===== src/rtl/tesf_pkg.sv =====
// package for the timer event status flag block
package tesf_pkg;
    // ==================================================================
    // register map
    localparam logic [11:0] STATUS_OFFSET   = 12'h07c; // status flags
    localparam logic [11:0] GENERATE_OFFSET = 12'h078; // software generation
    localparam logic [11:0] MASK_OFFSET     = 12'h0c0; // interrupt mask
    localparam logic [11:0] CAPTURE0_OFFSET = 12'h090; // ch0 capture value
    localparam logic [11:0] CAPTURE_STRIDE  = 12'h004; // per channel
    localparam int          CHANNELS        = 4;
    // ==================================================================
    // field positions
    localparam int MATCH_LSB    = 0;  // ch0..ch3 match/capture flags
    localparam int OVERCAP_LSB  = 4;  // ch0..ch3 over-capture flags
    localparam int FIRST_UPD    = 8;
    localparam int SECOND_UPD   = 9;
    localparam int TRIGGER_BIT  = 10;
    localparam int BREAK_BIT    = 11;
    localparam int FLAG_WIDTH   = 12;
    // ==================================================================
    // reset values
    localparam logic [11:0] STATUS_RESET = 12'h000;
    localparam logic [11:0] MASK_RESET   = 12'h000;
    // ==================================================================
    // slave restart trigger mode
    typedef enum logic [1:0] {
        TESF_MODE_FREE    = 2'h1,
        TESF_MODE_RESTART = 2'h2
    } tesf_mode_t;
endpackage : tesf_pkg


===== src/rtl/tesf_status.sv =====
// timer event status flags with apb slave, mask and interrupt
//
// Summary of operation
// - break event sets sticky break flag
// - trigger event sets sticky trigger flag
// - update event 2 sets second-update flag
// - counter over/underflow sets first-update flag
// - soft update sets first-update unless disabled
// - restart-mode trigger rising edge sets first-update unless disabled
// - capture while flag set sets over-capture
// - output compare match sets flag, not center-aligned
// - input capture sets channel flag
// - reading capture value clears input channel flag
// - writing zero clears flag; all reset zero
// - soft break sets flag, then drops output enable
//
// The implementer's own choice: the APB interface to the registers.
`timescale 1ns/10ps
`default_nettype none
module tesf_status
    import tesf_pkg::*;
(
    input  wire logic        clock,           // 125 MHz peripheral clock
    input  wire logic        rst_n,           // async reset, active low
    input  wire logic        psel,            // apb select
    input  wire logic        penable,         // apb access phase
    input  wire logic        pwrite,          // apb direction
    input  wire logic [11:0] paddr,           // apb byte address
    input  wire logic [31:0] pwdata,          // apb write data
    output logic      [31:0] prdata,          // apb read data
    output logic             pready,          // apb ready
    output logic             pslverr,         // apb error
    input  wire logic        breakEvent,      // external break pulse
    input  wire logic        triggerEvent,    // trigger pulse
    input  wire logic        update2Event,    // update event 2 pulse
    input  wire logic        counterWrap,     // over/underflow pulse
    input  wire logic        slaveTrigger,    // slave trigger input level
    input  wire logic [1:0]  slaveMode,       // slave mode code
    input  wire logic        updateDisable,   // update-disable setting
    input  wire logic        centerAligned,   // center-aligned counting
    input  wire logic [3:0]  channelIsInput,  // per channel direction
    input  wire logic [3:0]  compareMatch,    // counter equals compare
    input  wire logic [3:0]  captureEvent,    // capture stored pulses
    input  wire logic        outputEnableSet, // software sets main enable
    output logic             mainOutputEnable,// main output enable
    output logic [3:0]       captureRead,     // capture register was read
    output logic             firstUpdateSoft, // soft update pulse out
    output logic             irq              // level interrupt
);
    // ==================================================================
    // state
    logic [11:0] flags;
    logic [11:0] mask;
    logic        slaveTrigLast;
    logic        breakPending;

    // ==================================================================
    // bus decode
    wire access     = psel & penable;
    wire wrAccess   = access & pwrite;
    wire rdAccess   = access & ~pwrite;
    wire hitStatus  = (paddr == STATUS_OFFSET);
    wire hitGen     = (paddr == GENERATE_OFFSET);
    wire hitMask    = (paddr == MASK_OFFSET);

    // capture reads are observed here; the data comes from the channels
    function automatic logic isCapture(input logic [11:0] a, input int ch);
        isCapture = (a == CAPTURE0_OFFSET + 12'(ch) * CAPTURE_STRIDE);
    endfunction : isCapture

    logic [3:0] hitCapture;
    always_comb begin
        for (int ch = 0; ch < CHANNELS; ch++) begin
            hitCapture[ch] = isCapture(paddr, ch);
        end
    end
    wire mapped = hitStatus | hitGen | hitMask | (|hitCapture);

    // ==================================================================
    // software generation strobes (self clearing by nature)
    wire genWrite   = wrAccess & hitGen;
    wire softBreak  = genWrite & pwdata[BREAK_BIT];
    wire softTrig   = genWrite & pwdata[TRIGGER_BIT];
    wire softUpd2   = genWrite & pwdata[SECOND_UPD];
    wire softUpd1   = genWrite & pwdata[FIRST_UPD];
    wire [3:0] softCc = genWrite ? pwdata[3:0] : 4'h0;

    // ==================================================================
    // event sources
    wire slaveRise  = slaveTrigger & ~slaveTrigLast;
    wire upd1Event  = counterWrap
                    | (softUpd1 & ~updateDisable)
                    | (slaveRise & (slaveMode == TESF_MODE_RESTART)
                       & ~updateDisable);
    // output match ignored in center-aligned mode
    wire [3:0] outMatch = compareMatch & ~channelIsInput
                        & {4{~centerAligned}};
    wire [3:0] inCapture = (captureEvent | softCc) & channelIsInput;
    wire [3:0] ccSet     = outMatch | inCapture | (softCc & ~channelIsInput);
    // over-capture needs the flag already standing
    wire [3:0] ocSet = inCapture & flags[MATCH_LSB +: 4];

    wire [11:0] setVec = {breakEvent | softBreak,
                          triggerEvent | softTrig,
                          update2Event | softUpd2,
                          upd1Event,
                          ocSet,
                          ccSet};

    // ==================================================================
    // clears: write zero, or capture read of an input channel
    wire [11:0] wrClear = (wrAccess & hitStatus)
                        ? ~pwdata[11:0] : 12'h000;
    wire [3:0]  rdClear = (rdAccess ? hitCapture : 4'h0)
                        & channelIsInput;
    wire [11:0] clrVec  = wrClear | {8'h00, rdClear};
    // set beats clear; writing one clears nothing
    wire [11:0] next_flags = (flags & ~clrVec) | setVec;

    // ==================================================================
    // read mux; reserved bits read zero
    wire [31:0] readData = hitStatus ? {20'h00000, flags}
                         : hitMask   ? {20'h00000, mask}
                         : 32'h00000000;

    // ==================================================================
    // flags and mask
    always_ff @(posedge clock or negedge rst_n) begin
        if (!rst_n) begin
            flags <= STATUS_RESET;
            mask  <= MASK_RESET;
        end else begin
            flags <= next_flags;
            if (wrAccess & hitMask) begin
                mask <= pwdata[11:0];
            end
        end
    end

    // ==================================================================
    // edge detection of slave trigger input (already synchronous)
    always_ff @(posedge clock or negedge rst_n) begin
        if (!rst_n) begin
            slaveTrigLast <= 1'b0;
        end else begin
            slaveTrigLast <= slaveTrigger;
        end
    end

    // ==================================================================
    // main output enable: flag is set first, enable drops one cycle later
    always_ff @(posedge clock or negedge rst_n) begin
        if (!rst_n) begin
            breakPending     <= 1'b0;
            mainOutputEnable <= 1'b0;
        end else begin
            breakPending <= softBreak | breakEvent;
            if (breakPending) begin
                mainOutputEnable <= 1'b0;
            end else if (outputEnableSet) begin
                mainOutputEnable <= 1'b1;
            end
        end
    end

    // ==================================================================
    // bus answer: zero wait states, error on unmapped address
    always_ff @(posedge clock or negedge rst_n) begin
        if (!rst_n) begin
            prdata  <= 32'h00000000;
            pready  <= 1'b0;
            pslverr <= 1'b0;
        end else begin
            pready  <= psel & ~penable;
            pslverr <= psel & ~penable & ~mapped;
            prdata  <= (psel & ~penable & ~pwrite) ? readData : 32'h00000000;
        end
    end

    // ==================================================================
    // registered side outputs and interrupt
    always_ff @(posedge clock or negedge rst_n) begin
        if (!rst_n) begin
            captureRead     <= 4'h0;
            firstUpdateSoft <= 1'b0;
            irq             <= 1'b0;
        end else begin
            captureRead     <= rdAccess ? hitCapture : 4'h0;
            firstUpdateSoft <= softUpd1 & ~updateDisable;
            irq             <= |(next_flags & mask);
        end
    end
endmodule : tesf_status
`default_nettype wire


===== config.mk =====
export PLATFORM = sky130hd
export DESIGN_NAME = tesf_status
export DESIGN_NICKNAME = d
export VERILOG_FILES = /design/src/rtl/tesf_pkg.sv /design/src/rtl/tesf_status.sv
export SDC_FILE = /design/constraint.sdc
export NUM_CORES = 1
export LEC_CHECK = 0
export BUFFER_PORTS_ARGS = -buffer_cell sky130_fd_sc_hd__buf_2
export CORE_MARGIN = 4
export CORE_UTILIZATION = 42
export DETAILED_ROUTE_END_ITERATION = 7
export PLACE_DENSITY = 0.85
export SETUP_SLACK_MARGIN = 0.3
export SLEW_MARGIN = 0
export SYNTH_ARGS = -nofsm -noshare
export SYNTH_HDL_FRONTEND = slang
export SYNTH_SLANG_ARGS = --single-unit

===== constraint.sdc =====
create_clock -name clock -period 1.6 [get_ports clock]
set_input_delay 0.08 -clock clock [delete_from_list [all_inputs] [get_ports clock]]
set_output_delay 0.08 -clock clock [all_outputs]
set_load 0.01 [all_outputs]

==> implementation parameters <==
Parameter                              Value

Place
  RD Place Congestion ... a little over 0.9
  Dpl cells ... 416
  Detailed placer's ending HPWL ... just over 5000 um
  Port Buffers ... slightly above 70

Synth
  EDFF count, synth ... 0
  Xor-xnor portion of the synthesized cell area ... 0
  Synth top area cells ... dfrtp_1 48%, buf_4 6.1%, nor2_1 5.1%
  Gate Count Post-Synth ... 248
  Post-synthesis average cell area ... slightly below 10 sq um
  Combinational family with the most area after synthesis ... simple AND/OR/NAND/NOR gates
  Main flop type after synthesis ... dfrtp_1
  Multiplexer fraction of the synthesized cell area ... 0.06960
  Async set or reset register ratio after synthesis ... 1.000
  Synth Warn # ... 0
  Seq/Total Area, Yosys ... 0.4811
  Compound-Gate Fraction of Synth Area ... 0.1346
  Simple-gate share of the synthesized area ... 0.2170
  Unique masters post-synth ... 48
  Synthesis-stage register bit count ... 47
  Post-synthesis instance area ... about 0.0024 sq mm
  Share of the synthesized area in the top cell type ... 0.4811
  Cell type contributing the most total cell area after synthesis ... dfrtp_1
  Post-Synth Adder-Cell Area ... 0

Setup path
  Crit Path Class ... in -> reg
  R2r worst-path depth ... 6
  Crit Reg-Reg Endpoint ... irq
  CP max FO ... 6
  Kind of start point of the critical path ... primary input
  Worst EP required ... 1.78 ns
  Critical Path End Type ... flip-flop
  Register-to-register setup slack ... -0.16 ns
  Reg-to-reg critical path startpoint ... flags[3]
  Worst path arrival time ... around 2.1 ns

Clock tree
  Number of clock sinks ... 47
  Cell at the root of the clock tree ... clkbuf_8
  Level count of the clock H-tree ... 2
  Clock edge transition at the registers on the reported setup and hold paths ... 0.09 ns
  Number of clock buffers inserted by TritonCTS ... 5
  Clock network latency to the later pin of the worst-skew pair ... approximately 0.3 ns
  Maximum clock path buffer count ... 2
  TritonCTS clock tree ... built

Finish
  Count of antenna diodes in the layout ... 0
  Filler Cells Inserted ... around 480
  Relative area change from synthesis to final layout ... 38.28%
  Leading cell type in the layout, fill and taps excluded ... buf_2
  NumNets Final ... approximately 430
  Post-Layout Cell Count ... roughly 440
  Top library cells by usage in the layout, fill and taps aside ... 67 x buf_2, 47 x dfrtp_1, 33 x buf_4, 31 x nor2_1, 20 x conb_1
  Share of final-layout standard cells stronger than drive strength 1 ... 0.4258

Timing
  Slew at the pin with the worst max-slew slack ... between 0.6 and 0.7 ns
  Final period demand of the worst path ... between 1.5 and 2 ns
  Period utilization ... 1.204
  Final setup vio count ... 25
  Maximum clock frequency ... 519.3 MHz
  Tightest slew margin relative to the limit ... 0.5998
  Setup repair after global routing missed its margin ... yes
  Min setup slack post-route ... -0.3258 ns
  Endpoints failing hold ... 0
  Worst clock skew ... 0.009452 ns
  Hold slack final ... just under 0.008 ns
  Final-report max-slew violation count ... 0

Worst hold path
  Worst Hold Path EP ... flags[8]
  Classification of the worst-slack hold path ... in -> reg
  Source of the worst hold timing path ... counterWrap
  Hold path cells ... 3

Global routing
  GR Util All Layers ... 0.1991
  Largest net degree at the start of global routing ... 48
  Global-route wire length before repair ... 11390 um
  Grt total ovfl ... 0
  Number of antenna violations at the first check in global routing ... 0
  Number of global-route vias before repair ... 2416

Pwr
  Power density relative to cell area ... around 660 mW/mm^2
  Worst supply voltage drop on vdd ... 0.3599 mV
  Leak pwr ... about 1.6 nW

Run status
  Violations in the final reports ... setup timing
  Outcome ... finished with violations

Route
  Detailed-route vias per instance ... 5.493
  Remaining routing DRC violations ... 0
  Starting DRC count in detailed routing ... between 200 and 250
  DRT antenna net count ... 0
  Average detailed-routed wire length per instance ... ~17 um
  Total number of vias ... roughly 2400
  First-pass iteration count of the detailed router ... 5
  Total length of routed wires ... ~7400 um

Die
  I/O pin total ... ~110
  Core area ... 0.005574 sq mm
  DIE WIDTH ... 84.30 um
  Row count ... 27
  Starting Density ... 0.4386
  Die extent in y ... around 84 um
  Die outline area ... 0.007106 sq mm

Flow run
  Count of maximum capacitance violations ... 0
==> repair_timing <==
| action | 4_1_cts | 5_1_grt |
|---|---|---|
| hold buffers | 3 | 0 |
| gates resized for setup | 23 | 18 |
| pin swaps | 10 | 15 |
| gates cloned | 2 | 0 |
| endpoints found under the setup margin | 41 | 41 |
| setup buffers | 6 | 1 |
| endpoints found under the hold margin | 49 | 0 |
==> cell usage after synthesis, types with 3 or more instances <==
cell type,number
a21oi_1,13
and3_1,3
buf_4,20
buf_6,3
clkbuf_1,3
dfrtp_1,47
inv_1,8
mux2_2,8
mux2i_1,8
nand2_1,18
nand3_1,9
nand4_1,6
nor2_1,33
nor4_1,3
o211ai_1,5
o21ai_0,12
==> cells by family after synthesis <==
family	count (synthesis)
flops	47
other cells	1
simple gates	97
compound gates	51
mux	16
buf+inv	36
==> layout make-up <==
class,count,area [sq um],area share
multi-input cells,185,1231,0.3642
flip-flops and latches,47,1176,0.3479
repair buffers,116,768.2,0.2272
well taps,72,90.09,0.02665
clock buffers,6,72.57,0.02147
inverters,8,30.03,0.008882
clock inverters,2,12.51,0.003701
==> critical path, stage by stage <==
cell and delay (ns):
buf_6 0.10, or4bb_1 0.52, or4_4 0.62, buf_6 0.17
o21ai_2 0.13, o22ai_1 0.13, a211oi_1 0.23, nand4b_1 0.12
==> state kept, by name, summed over array words and instances (netlist names) <==
signal and flops:
flags 12, mask 12, prdata 12, captureRead 4, breakPending 1, firstUpdateSoft 1
irq 1, mainOutputEnable 1, pready 1, pslverr 1, slaveTrigLast 1
==> through the flow <==
stage	instance area (sq um)	total power, mW	setup TNS [ns]	setup WS, ns	utilization
final	3381	2.222	-3.715	-0.3258	0.6065
after global routing	3381	2.305	-4.492	-0.3915	0.6065
after CTS	3279	2.213	-3.115	-0.2928	0.5883
after detailed placement	3037	1.492	-15.41	-0.6896	0.5448
after global placement	3037	1.484	-14.42	-0.6258	0.5448
after floorplan	2541	1.358	-12.69	-0.5880	-
==> where the power goes <==
part | internal, mW | total, mW | switching [mW]
Clock | 0.306 | 0.718 | 0.412
Sequential | 1.20 | 1.20 | 0.00475
Combinational | 0.131 | 0.301 | 0.170
==> per-layer routing <==
layer	global-route usage	up-vias	wire [um]
met2	0.3479	125	3781
li1	-	1089	-
met3	0.03631	19	589
met1	0.2419	1162	2852
met4	0.07895	0	137
met5	0	-	0
==> how the worst max path moves through the flow <==
stage / startpoint / to / slack, ns
floorplan: paddr[9] / irq / -0.59
global placement: paddr[1] / irq / -0.63
detailed placement: paddr[1] / irq / -0.69
CTS: paddr[10] / irq / -0.29
global route: paddr[0] / irq / -0.39
finish: paddr[0] / irq / -0.33
(Power assumes the default switching activity.)
